--- config.mk ---
export PLATFORM = sky130hd
export DESIGN_NAME = sbr_core
export DESIGN_NICKNAME = d
export VERILOG_FILES = /design/src/logic/sbr_pkg.sv /design/src/logic/sbr_core.sv
export SDC_FILE = /design/constraint.sdc
export NUM_CORES = 1
export LEC_CHECK = 0
export BUFFER_PORTS_ARGS = -buffer_cell sky130_fd_sc_hd__buf_2
export CORE_ASPECT_RATIO = 0.75
export CORE_MARGIN = 1.5
export CORE_UTILIZATION = 44
export CTS_CLUSTER_DIAMETER = 50
export DETAILED_ROUTE_END_ITERATION = 6
export PLACE_DENSITY = 0.6
export SLEW_MARGIN = 20
export SYNTH_ARGS = -nofsm -noshare
export SYNTH_HDL_FRONTEND = slang
export SYNTH_SLANG_ARGS = --single-unit
--- constraint.sdc ---
create_clock -name clock -period 13.4 [get_ports clock]
set_input_delay 1.34 -clock clock [delete_from_list [all_inputs] [get_ports clock]]
set_output_delay 1.34 -clock clock [all_outputs]
set_load 0.005 [all_outputs]
--- src/logic/sbr_pkg.sv ---
// Constants, pin carriers and divisor arithmetic for the serial baud block.
// Assumes a single bus clock and an AXI4-Lite register port.
package sbr_pkg;

   // Register word indices; byte address is four times the index
   localparam logic [2:0] SBR_IDX_CTRL = 3'h0;
   localparam logic [2:0] SBR_IDX_BAUD = 3'h2;
   localparam logic [2:0] SBR_IDX_STAT = 3'h3;
   localparam logic [2:0] SBR_IDX_DATA = 3'h4;

   // Reset values and writable masks
   localparam logic [7:0] SBR_CTRL_RST  = 8'h00;
   localparam logic [7:0] SBR_CTRL_MASK = 8'h1F;
   localparam logic [7:0] SBR_BAUD_RST  = 8'h00;
   localparam logic [7:0] SBR_BAUD_MASK = 8'h77;

   // Field positions
   localparam int SBR_PRE_LSB  = 4;
   localparam int SBR_RATE_LSB = 0;
   localparam int SBR_C_EN     = 0;
   localparam int SBR_C_MSTR   = 1;
   localparam int SBR_C_PHASE  = 2;
   localparam int SBR_C_POL    = 3;
   localparam int SBR_C_WIDE   = 4;
   localparam int SBR_S_DONE   = 7;
   localparam int SBR_S_TXE    = 5;
   localparam int SBR_S_BUSY   = 0;

   // Edge counts per transfer, less one
   localparam logic [4:0] SBR_LAST_NARROW = 5'h0F;
   localparam logic [4:0] SBR_LAST_WIDE   = 5'h1F;

   localparam logic [1:0] SBR_RESP_OK  = 2'h0;
   localparam logic [1:0] SBR_RESP_DEC = 2'h3;

   typedef enum logic [2:0] {
      SBR_IDLE  = 3'b000,
      SBR_LEAD  = 3'b001,
      SBR_SHIFT = 3'b010,
      SBR_TAIL  = 3'b011,
      SBR_GAP   = 3'b100
   } sbr_state_e;

   typedef struct packed {
      logic sck;
      logic ssN;
      logic mosi;
      logic miso;
   } sbr_pin_in_s;

   typedef struct packed {
      logic sck;
      logic sckOe;
      logic ssN;
      logic ssNOe;
      logic mosi;
      logic mosiOe;
      logic miso;
      logic misoOe;
   } sbr_pin_out_s;

   // Half serial period in bus clocks: (pre+1) * 2^rate, divisor is twice that
   function automatic logic [10:0] sbrHalf(input logic [7:0] baud);
      logic [10:0] pre;
      pre = {8'h00, baud[SBR_PRE_LSB+:3]} + 11'h001;
      return pre << baud[SBR_RATE_LSB+:3];
   endfunction

endpackage

--- src/logic/sbr_core.sv ---
// Serial peripheral controller with programmable baud divider, AXI4-Lite regs.
// Assumes pins arrive asynchronously and the wire level is resolved outside.
module sbr_core
   import sbr_pkg::*;
#(
   parameter int AW = 5                     // Byte address width
)(
   input  wire logic          clock,        // 20 MHz bus clock
   input  wire logic          reset,        // Async, active high
   input  wire logic          awvalid,      // Write address valid
   output logic               awready,      // Write address ready
   input  wire logic [AW-1:0] awaddr,       // Write byte address
   input  wire logic          wvalid,       // Write data valid
   output logic               wready,       // Write data ready
   input  wire logic [31:0]   wdata,        // Write data
   input  wire logic [3:0]    wstrb,        // Byte enables
   output logic               bvalid,       // Write response valid
   input  wire logic          bready,       // Write response ready
   output logic [1:0]         bresp,        // Write response code
   input  wire logic          arvalid,      // Read address valid
   output logic               arready,      // Read address ready
   input  wire logic [AW-1:0] araddr,       // Read byte address
   output logic               rvalid,       // Read data valid
   input  wire logic          rready,       // Read data ready
   output logic [31:0]        rdata,        // Read data
   output logic [1:0]         rresp,        // Read response code
   input  wire sbr_pin_in_s   pinIn,        // Pin levels
   output sbr_pin_out_s       pinOut        // Pin drives and enables
);

   logic [7:0]    ctrl_reg, baud_reg;
   logic [15:0]   txData_reg, rxData_reg, shift_reg, rxSh_reg;
   logic          txFull_reg, done_reg, awHeld_reg, wHeld_reg;
   logic [2:0]    awIdx_reg;
   logic [31:0]   wData_reg;
   logic [3:0]    wStrb_reg;
   sbr_state_e    state_reg;
   logic [10:0]   cnt_reg, half_reg;
   logic [4:0]    edgeCnt_reg;
   logic          sck_reg, ssN_reg;
   logic [2:0]    sckSync_reg;
   logic [1:0]    ssSync_reg, mosiSync_reg, misoSync_reg;

   logic          enable, master, phase, pol, wide, tick, slvSel, slvEdge;
   logic          edgeNow, leadEdge, sampleNow, shiftNow, lastEdge, bitIn;
   logic          wrFire, baudChg, abort, doneSet;
   logic [15:0]   txWord;

   assign enable    = ctrl_reg[SBR_C_EN];
   assign master    = ctrl_reg[SBR_C_MSTR];
   assign phase     = ctrl_reg[SBR_C_PHASE];
   assign pol       = ctrl_reg[SBR_C_POL];
   assign wide      = ctrl_reg[SBR_C_WIDE];
   assign wrFire    = awHeld_reg && wHeld_reg && !bvalid;

   // Edge timing: master from half-period divider, slave from synced pin
   assign tick      = (cnt_reg == 11'h001);
   assign slvSel    = enable && !master && !ssSync_reg[1];
   assign slvEdge   = slvSel && (sckSync_reg[2] != sckSync_reg[1])
                      && (state_reg == SBR_IDLE || state_reg == SBR_TAIL);
   assign edgeNow   = master ? (state_reg == SBR_SHIFT && tick) : slvEdge;
   assign leadEdge  = master ? !edgeCnt_reg[0] : (sckSync_reg[1] != pol);
   assign sampleNow = edgeNow && (leadEdge ^ phase);
   // Phase one puts the first bit out early, so its first shift is skipped
   assign shiftNow  = edgeNow && (leadEdge == phase) && !(phase && edgeCnt_reg == 5'h00);
   assign lastEdge  = edgeCnt_reg == (wide ? SBR_LAST_WIDE : SBR_LAST_NARROW);
   assign bitIn     = master ? misoSync_reg[1] : mosiSync_reg[1];
   assign txWord    = wide ? txData_reg : {txData_reg[7:0], 8'h00};

   // Any change of the divider fields in master mode kills the transfer
   assign baudChg   = wrFire && awIdx_reg == SBR_IDX_BAUD && wStrb_reg[0]
                      && ((wData_reg[7:0] & SBR_BAUD_MASK) != baud_reg);
   assign abort     = master && baudChg;
   // Done lands when the half period after the last edge has run out
   assign doneSet   = enable && state_reg == SBR_TAIL && (tick || slvEdge);

   // Two-stage synchronisers; third sck stage only feeds edge detection
   always_ff @(posedge clock or posedge reset)
   begin
      if (reset)
      begin
         sckSync_reg  <= 3'h0;
         ssSync_reg   <= 2'h3;
         mosiSync_reg <= 2'h0;
         misoSync_reg <= 2'h0;
      end
      else
      begin
         sckSync_reg  <= {sckSync_reg[1:0], pinIn.sck};
         ssSync_reg   <= {ssSync_reg[0], pinIn.ssN};
         mosiSync_reg <= {mosiSync_reg[0], pinIn.mosi};
         misoSync_reg <= {misoSync_reg[0], pinIn.miso};
      end
   end

   // Write channel: address and data taken in either order
   always_ff @(posedge clock or posedge reset)
   begin
      if (reset)
      begin
         awready    <= 1'b1;
         wready     <= 1'b1;
         awHeld_reg <= 1'b0;
         wHeld_reg  <= 1'b0;
         awIdx_reg  <= 3'h0;
         wData_reg  <= 32'h0000_0000;
         wStrb_reg  <= 4'h0;
         bvalid     <= 1'b0;
         bresp      <= SBR_RESP_OK;
      end
      else
      begin
         if (awvalid && awready)
         begin
            awHeld_reg <= 1'b1;
            awready    <= 1'b0;
            awIdx_reg  <= (awaddr[1:0] == 2'h0) ? awaddr[4:2] : 3'h7;
         end
         if (wvalid && wready)
         begin
            wHeld_reg <= 1'b1;
            wready    <= 1'b0;
            wData_reg <= wdata;
            wStrb_reg <= wstrb;
         end
         if (wrFire)
         begin
            awHeld_reg <= 1'b0;
            wHeld_reg  <= 1'b0;
            bvalid     <= 1'b1;
            bresp      <= (awIdx_reg == SBR_IDX_CTRL || awIdx_reg == SBR_IDX_BAUD ||
                           awIdx_reg == SBR_IDX_STAT || awIdx_reg == SBR_IDX_DATA)
                          ? SBR_RESP_OK : SBR_RESP_DEC;
         end
         if (bvalid && bready)
         begin
            bvalid  <= 1'b0;
            awready <= 1'b1;
            wready  <= 1'b1;
         end
      end
   end

   // Software registers; hardware sets of flags win over clears
   always_ff @(posedge clock or posedge reset)
   begin
      if (reset)
      begin
         ctrl_reg   <= SBR_CTRL_RST;
         baud_reg   <= SBR_BAUD_RST;
         txData_reg <= 16'h0000;
         txFull_reg <= 1'b0;
         done_reg   <= 1'b0;
         rxData_reg <= 16'h0000;
      end
      else
      begin
         if (wrFire && wStrb_reg[0] && awIdx_reg == SBR_IDX_CTRL)
            ctrl_reg <= wData_reg[7:0] & SBR_CTRL_MASK;
         // Reserved bits masked so they never change
         if (wrFire && wStrb_reg[0] && awIdx_reg == SBR_IDX_BAUD)
            baud_reg <= wData_reg[7:0] & SBR_BAUD_MASK;
         if ((state_reg == SBR_IDLE && enable && master) || doneSet)
            txFull_reg <= 1'b0;
         if (wrFire && awIdx_reg == SBR_IDX_DATA && wStrb_reg[1:0] != 2'h0)
         begin
            txFull_reg <= 1'b1;
            if (wStrb_reg[0])
               txData_reg[7:0] <= wData_reg[7:0];
            if (wStrb_reg[1])
               txData_reg[15:8] <= wData_reg[15:8];
         end
         if (wrFire && wStrb_reg[0] && awIdx_reg == SBR_IDX_STAT && wData_reg[SBR_S_DONE])
            done_reg <= 1'b0;
         if (doneSet)
         begin
            done_reg   <= 1'b1;
            rxData_reg <= wide ? rxSh_reg : {8'h00, rxSh_reg[7:0]};
         end
      end
   end

   // Read channel: one-cycle answer, unmapped words read zero
   always_ff @(posedge clock or posedge reset)
   begin
      if (reset)
      begin
         arready <= 1'b1;
         rvalid  <= 1'b0;
         rdata   <= 32'h0000_0000;
         rresp   <= SBR_RESP_OK;
      end
      else if (arvalid && arready)
      begin
         arready <= 1'b0;
         rvalid  <= 1'b1;
         rresp   <= SBR_RESP_OK;
         rdata   <= 32'h0000_0000;
         case ((araddr[1:0] == 2'h0) ? araddr[4:2] : 3'h7)
            SBR_IDX_CTRL: rdata[7:0] <= ctrl_reg;
            SBR_IDX_BAUD: rdata[7:0] <= baud_reg;
            SBR_IDX_STAT: rdata[7:0] <= {done_reg, 1'b0, !txFull_reg, 4'h0,
                                         state_reg != SBR_IDLE};
            SBR_IDX_DATA: rdata[15:0] <= rxData_reg;
            default:      rresp <= SBR_RESP_DEC;
         endcase
      end
      else if (rvalid && rready)
      begin
         rvalid  <= 1'b0;
         arready <= 1'b1;
      end
   end

   // Transfer engine shared by master and slave
   always_ff @(posedge clock or posedge reset)
   begin
      if (reset)
      begin
         state_reg   <= SBR_IDLE;
         cnt_reg     <= 11'h000;
         half_reg    <= 11'h001;
         edgeCnt_reg <= 5'h00;
         shift_reg   <= 16'h0000;
         rxSh_reg    <= 16'h0000;
         sck_reg     <= 1'b0;
         ssN_reg     <= 1'b1;
      end
      else if (!enable || abort)
      begin
         state_reg   <= SBR_IDLE;
         ssN_reg     <= 1'b1;
         sck_reg     <= pol;
         edgeCnt_reg <= 5'h00;
      end
      else
      begin
         if (state_reg == SBR_IDLE)
            cnt_reg <= sbrHalf(baud_reg);
         else if (tick)
            cnt_reg <= half_reg;
         else
            cnt_reg <= cnt_reg - 11'h001;
         if (sampleNow)
            rxSh_reg <= {rxSh_reg[14:0], bitIn};
         if (shiftNow)
            shift_reg <= {shift_reg[14:0], 1'b0};
         if (edgeNow)
         begin
            edgeCnt_reg <= lastEdge ? 5'h00 : edgeCnt_reg + 5'h01;
            if (master)
               sck_reg <= !sck_reg;
         end
         // Deselected slave restarts its bit count
         if (!master && ssSync_reg[1] && state_reg == SBR_IDLE)
            edgeCnt_reg <= 5'h00;
         case (state_reg)
            SBR_IDLE:
            begin
               half_reg <= sbrHalf(baud_reg);
               sck_reg  <= pol;
               if (master && txFull_reg)
               begin
                  shift_reg <= txWord;
                  ssN_reg   <= 1'b0;
                  state_reg <= SBR_LEAD;
               end
               else if (!master && edgeCnt_reg == 5'h00 && !slvEdge)
                  shift_reg <= txWord;
               else if (!master && slvEdge && lastEdge)
               begin
                  state_reg <= SBR_TAIL;
                  cnt_reg   <= half_reg;
               end
            end
            SBR_LEAD:
               if (tick)
                  state_reg <= SBR_SHIFT;
            SBR_SHIFT:
               if (tick && lastEdge)
                  state_reg <= SBR_TAIL;
            SBR_TAIL:
               if (master && tick && txFull_reg)
               begin
                  // Select stays low and the lead is skipped
                  shift_reg <= txWord;
                  state_reg <= SBR_SHIFT;
               end
               else if (master && tick)
               begin
                  ssN_reg   <= 1'b1;
                  state_reg <= SBR_GAP;
               end
               else if (!master)
               begin
                  if (!slvEdge)
                     shift_reg <= txWord;
                  if (doneSet)
                     state_reg <= SBR_IDLE;
               end
            SBR_GAP:
               if (tick)
                  state_reg <= SBR_IDLE;
            default:
               state_reg <= SBR_IDLE;
         endcase
      end
   end

   // Pin drivers registered so every output leaves a flip-flop
   always_ff @(posedge clock or posedge reset)
   begin
      if (reset)
         pinOut <= '{sck: 1'b0, sckOe: 1'b0, ssN: 1'b1, ssNOe: 1'b0,
                     mosi: 1'b0, mosiOe: 1'b0, miso: 1'b0, misoOe: 1'b0};
      else
         pinOut <= '{sck: sck_reg, sckOe: enable && master,
                     ssN: ssN_reg, ssNOe: enable && master,
                     mosi: shift_reg[15], mosiOe: enable && master,
                     miso: shift_reg[15], misoOe: slvSel};
   end
endmodule

After elaboration in Yosys (flattened, before gate mapping)
Cells that the tools add are included.
Word-level totals
  flip-flop bits (word level): 171
Operators by class
  add/sub/neg operators: 3
  equal/unequal tests: 26
  shift-type cells: 1
  mux-type cells: 69
  bitwise logic cells: 2
  reductions and logical operators: 86
Operators by type and width (count)
  16-bit 2-to-1 mux: 9
  11-bit 2-to-1 mux: 6
  1-bit logical AND: 42
  3-bit 2-to-1 mux: 13
  16-bit one-hot mux with 2 select lines: 1
  8-bit one-hot mux with 4 select lines: 1
  1-bit 2-to-1 mux: 29
  5-bit 2-to-1 mux: 5
  3-bit by 2-bit equality test with 1-bit output (second input constant): 6
  2-bit nonzero test: 9
  3-bit one-hot mux with 5 select lines: 1
  3-bit nonzero test: 5
  11-bit by 1-bit equality test with 1-bit output (second input constant): 1
  4-bit by 3-bit left shift with 11-bit output: 1
  11-bit by 1-bit subtractor with 11-bit output (second input constant): 1
  5-bit by 2-bit inequality test with 1-bit output (second input constant): 2
  2-bit AND reduction: 5
  3-bit equality test (second input constant): 3
  1-bit zero test: 9
  3-bit zero test: 3
  3-bit by 1-bit inequality test with 1-bit output (second input constant): 3
  3-bit inequality test (second input constant): 3
  8-bit 2-to-1 mux: 1
  1-bit logical OR: 7
  18 further kinds: 21

Logic depth before layout (Yosys ltp)
  depth after elaboration: 14
  mapped depth: 11
  mapped depth without buffers: 8

Worst setup path after synthesis
No wires, ideal clock.
  kind: register to register
  start: reg cnt_reg[2]
  end: reg rxSh_reg[15]
  setup time: 0.125 ns
  data arrival time: 2.681 ns
  required time: 13.275 ns
  path slack: 10.594 ns
  cell stages (with the launch flop): 9
  clock period less this slack: 2.806 ns
  cell sequence: dfrtp_1 or4_4 or3_1 buf_2 o31a_1 or3_1 buf_4 buf_6 mux2_4
On the way
  longest elaborated chain between the ends: 5
Ends and longest elaborated chain
  from (decl): line sbr_core.sv:38  | logic [10:0] cnt_reg, half_reg;
  from (signal assigned): line sbr_core.sv:239  | cnt_reg <= sbrHalf(baud_reg);
  from (signal assigned): line sbr_core.sv:241  | cnt_reg <= half_reg;
  from (signal assigned): line sbr_core.sv:243  | cnt_reg <= cnt_reg - 11'h001;
  11-bit by 1-bit equality test with 1-bit output: line sbr_core.sv:57  | assign tick = (cnt_reg == 11'h001);
  1-bit logical AND: line sbr_core.sv:61  | assign edgeNow = master ? (state_reg == SBR_SHIFT && tick) : slvEdge;
  1-bit 2-to-1 mux: line sbr_core.sv:61
  1-bit logical AND: line sbr_core.sv:63  | assign sampleNow = edgeNow && (leadEdge ^ phase);
  2-bit AND reduction (no line)
  to (signal assigned): line sbr_core.sv:245  | rxSh_reg <= {rxSh_reg[14:0], bitIn};
  to (decl): line sbr_core.sv:32  | logic [15:0] txData_reg, rxData_reg, shift_reg, rxSh_reg;
No other way between the ends.
A chain may end at the register's enable or synchronous reset.

Worst setup path after layout
  start: reg cnt_reg[2]
  end: reg shift_reg[5]
On the way
  longest elaborated chain between the ends: 11
  elaborated cells between the ends (all ways): 15
  classes of those cells: eq/ne (1); mux (9); reduce/logical (5)
Ends and longest elaborated chain
  11-bit by 1-bit equality test with 1-bit output (*): line sbr_core.sv:57
  1-bit logical AND: line sbr_core.sv:61
  1-bit 2-to-1 mux: line sbr_core.sv:61
  1-bit logical AND (2 in a row): line sbr_core.sv:65  | assign shiftNow = edgeNow && (leadEdge == phase) && !(phase && edgeCnt_reg == 5'h00);
  16-bit 2-to-1 mux: line sbr_core.sv:246  | if (shiftNow)
  16-bit 2-to-1 mux: line sbr_core.sv:296  | if (!slvEdge)
  16-bit 2-to-1 mux: line sbr_core.sv:294  | else if (!master)
  16-bit 2-to-1 mux: line sbr_core.sv:289  | else if (master && tick)
  16-bit 2-to-1 mux: line sbr_core.sv:283  | if (master && tick && txFull_reg)
  16-bit one-hot mux with 2 select lines (*): line sbr_core.sv:257  | case (state_reg)
  to (signal assigned): line sbr_core.sv:264  | shift_reg <= txWord;
  to (signal assigned): line sbr_core.sv:286  | shift_reg <= txWord;
  to (signal assigned): line sbr_core.sv:297  | shift_reg <= txWord;
  to (decl): line sbr_core.sv:32
Mark *: on every way between the ends. The rest lies on a longest branch, timed or not.

==> flow_metrics.env <==
export IMPL_clock_path_buffers=2
export IMPL_rows=42
export IMPL_dpl_cell_area_mm2=0.00830
export IMPL_status="completed"
export IMPL_vias=5540
export IMPL_p_clk_frac=0.347
export IMPL_wirelength_um=17700
export IMPL_grt_pass1_wl_um=29400
export IMPL_io_buffer_count=71
export IMPL_syn_instance_count=700
export IMPL_root_buffer="clkbuf_16"
export IMPL_synth_commonest_cells="dfrtp_1, nand2_1, mux2_2"
export IMPL_grt_pass1_vias=5520
export IMPL_ys_top_cells_by_area="dfrtp_1, mux2_2, nand2_1"
export IMPL_setup_viol=0
export IMPL_cp_slowest_cell="or4_4"
export IMPL_start_kind="flop"
export IMPL_rsz0062_at_grt="no"
export IMPL_swShare=0.314
export IMPL_area_growth_pct=13.8
export IMPL_htree_num_levels=4
export IMPL_drive_gt1_frac=0.270
export IMPL_yosysUniqueCellTypes=61
export IMPL_cts_tree="built"
export IMPL_drv_slew=0
export IMPL_path_cells="or4_4 > or3_1 > o31a_1 > nor2_2 > o21ai_2 > a221o_1"
export IMPL_setup_slack_ns=9.91
export IMPL_yosysWarnings=0
export IMPL_initial_utilization=0.447
export IMPL_drc_errors=0
export IMPL_switchingPower_uw=456
export IMPL_cts_sink_count=169
export IMPL_hold_viol_final=0
export IMPL_ctsResizeCount=0
export IMPL_die_area_mm2=0.0186
export IMPL_synth_seq_cells=169
export IMPL_synthArstFlopShare=1.00
export IMPL_finalCriticalPeriod_ns=3.49
export IMPL_max_freq_mhz=286
export IMPL_drt_first_pass_iters=5
export IMPL_diodes=0
export IMPL_synth_most_common_cell="dfrtp_1"
export IMPL_dp_slack_ns=9.75
export IMPL_synthFlopType="dfrtp_1"
export IMPL_post_cts_setup_buffers=0
export IMPL_synth_seq_area_share=0.541
export IMPL_clk_pin_slew_ns=0.07
export IMPL_critPathMaxStageDelay_ns=0.61
export IMPL_grt_overflow=0
export IMPL_slew_headroom=0.383
export IMPL_synth_top_area_cell="dfrtp_1"
export IMPL_cp_end_kind="flop"
export IMPL_synth_edff_count=0
export IMPL_grt_util_all_layers=0.206
export IMPL_wl_per_cell_um=17.5
export IMPL_numCtsBuffers=17
export IMPL_routabilityCongestion=0.815
export IMPL_p_seq_frac=0.471
export IMPL_clkLatencyLatePin_ns=0.43
export IMPL_drtIter0Drc=420
export IMPL_syn_area_mm2=0.00784
export IMPL_critPathRequiredTime_ns=13.71
export IMPL_finClkSkew_ns=0.0114
export IMPL_critPathKind="flop to flop"
export IMPL_design_power_total_uw=1450
export IMPL_die_height_um=119
export IMPL_tightestPinTransition_ns=0.918
export IMPL_yosysTopAreaCellShare=0.514
export IMPL_setup_tns_ns=0
export IMPL_via_per_inst=5.48
export IMPL_cp_max_fo=16
export IMPL_antenna_left=0
export IMPL_combPwrFrac=0.182
export IMPL_fin_area_mm2=0.00892
export IMPL_finalCritPeriodShare=0.261
export IMPL_path_buf_inv=0
export IMPL_grt_max_degree=99
export IMPL_p_leak_uw=0.00420
export IMPL_intPower_uw=998
export IMPL_syn_area_per_cell_um2=11.2
export IMPL_coreArea_mm2=0.0176
export IMPL_ios=106
export IMPL_hold_buffers=0
export IMPL_critPathTopFamily="simple AND/OR/NAND/NOR gates"
export IMPL_fin_nets=818
export IMPL_maxCapViolations=0
export IMPL_die_w_um=157
export IMPL_cp_arrival_ns=3.80
export IMPL_hp_class="flop to flop"
export IMPL_power_density_mw_per_mm2=163
export IMPL_antenna_found_initial=0
export IMPL_worst_ir_drop_vdd_uv=68.8
export IMPL_dpl_hpwl_um=12100
stage by stage:
stage	hold slack (ns)	util	cells
final	0.351	0.508	1011
after global routing	0.356	0.508	1011
after global placement	0.335	0.473	979
after detailed placement	0.335	0.473	979
after CTS	0.351	0.508	1011
after floorplan	0.331	-	715
cell type report:
type,count,area [um2]
fillers,1571,8630
flip-flops and latches,169,4240
multi-input cells,475,3300
clock buffers,18,439
repair buffers,77,400
well taps,242,303
clock inverters,14,173
inverters,16,65.1
cell families (layout without fill, tap and decap cells):
logic type / after synthesis / after routing / share of synthesized area
AOI/OAI and AO/OA: 156 / 156 / 0.137
muxes: 91 / 91 / 0.133
and+or+nand+nor: 189 / 189 / 0.115
DFF: 169 / 169 / 0.541
other: 1 / 16 / 0.000478
xor gates and xnor gates: 18 / 18 / 0.0201
buffers and inverters: 71 / 125 / 0.0460
adders and majority gates: 5 / 5 / 0.00798
placed cells by master (no fill, tap or decap), drive strengths merged, types with 5 or more instances in the layout:
master / Yosys / layout
dfrtp: 161 / 161
mux2: 81 / 81
buf: 28 / 77
nand2: 74 / 74
o21ai: 47 / 47
nor2: 42 / 42
inv: 16 / 25
a21oi: 21 / 21
clkbuf: 27 / 18
conb: 1 / 16
a22o: 15 / 15
nor3: 13 / 13
xor2: 11 / 11
a22oi: 10 / 10
o2bb2ai: 10 / 10
nand3: 10 / 10
mux2i: 10 / 10
and3: 10 / 10
o22a: 8 / 8
a221o: 8 / 8
dfstp: 8 / 8
xnor2: 7 / 7
or3: 6 / 6
o211ai: 6 / 6
o31ai: 6 / 6
a31oi: 5 / 5
ha: 5 / 5
or4: 5 / 5
final timing paths:
check                                          start                         to  slack [ns]  cells past startpoint
min in group asynchronous                      reset  shift_reg[12]$_DFFE_PP0N_        1.08                      2
min reg2reg                misoSync_reg[0]$_DFF_PP0_  misoSync_reg[1]$_DFF_PP0_        0.35                      0
max reg2reg                   cnt_reg[2]$_DFFE_PP0N_   shift_reg[5]$_DFFE_PP0N_        9.91                      6
max                           cnt_reg[2]$_DFFE_PP0N_   shift_reg[5]$_DFFE_PP0N_        9.91                      6
min                        misoSync_reg[0]$_DFF_PP0_  misoSync_reg[1]$_DFF_PP0_        0.35                      0
max in group asynchronous                      reset       rdata[6]$_DFFE_PP0P_       10.80                      3
power by group through the flow:
stage / logic, uW / registers [uW] / clock network [uW]
after detailed placement: 263 / 692 / 0
after global routing: 296 / 698 / 539
after CTS: 266 / 684 / 514
after global placement: 256 / 687 / 0
after floorplan: 220 / 653 / 0
final: 265 / 686 / 504
routing by layer:
metal / GRT usage / wire length, um / up-vias
met5: 0 / 0 / -
met4: 0.0590 / 174 / 0
met3: 0.0561 / 977 / 15
met2: 0.287 / 7640 / 152
met1: 0.310 / 8880 / 2769
li1: - / - / 2604
No activity file was read; power rests on OpenSTA's default activity.
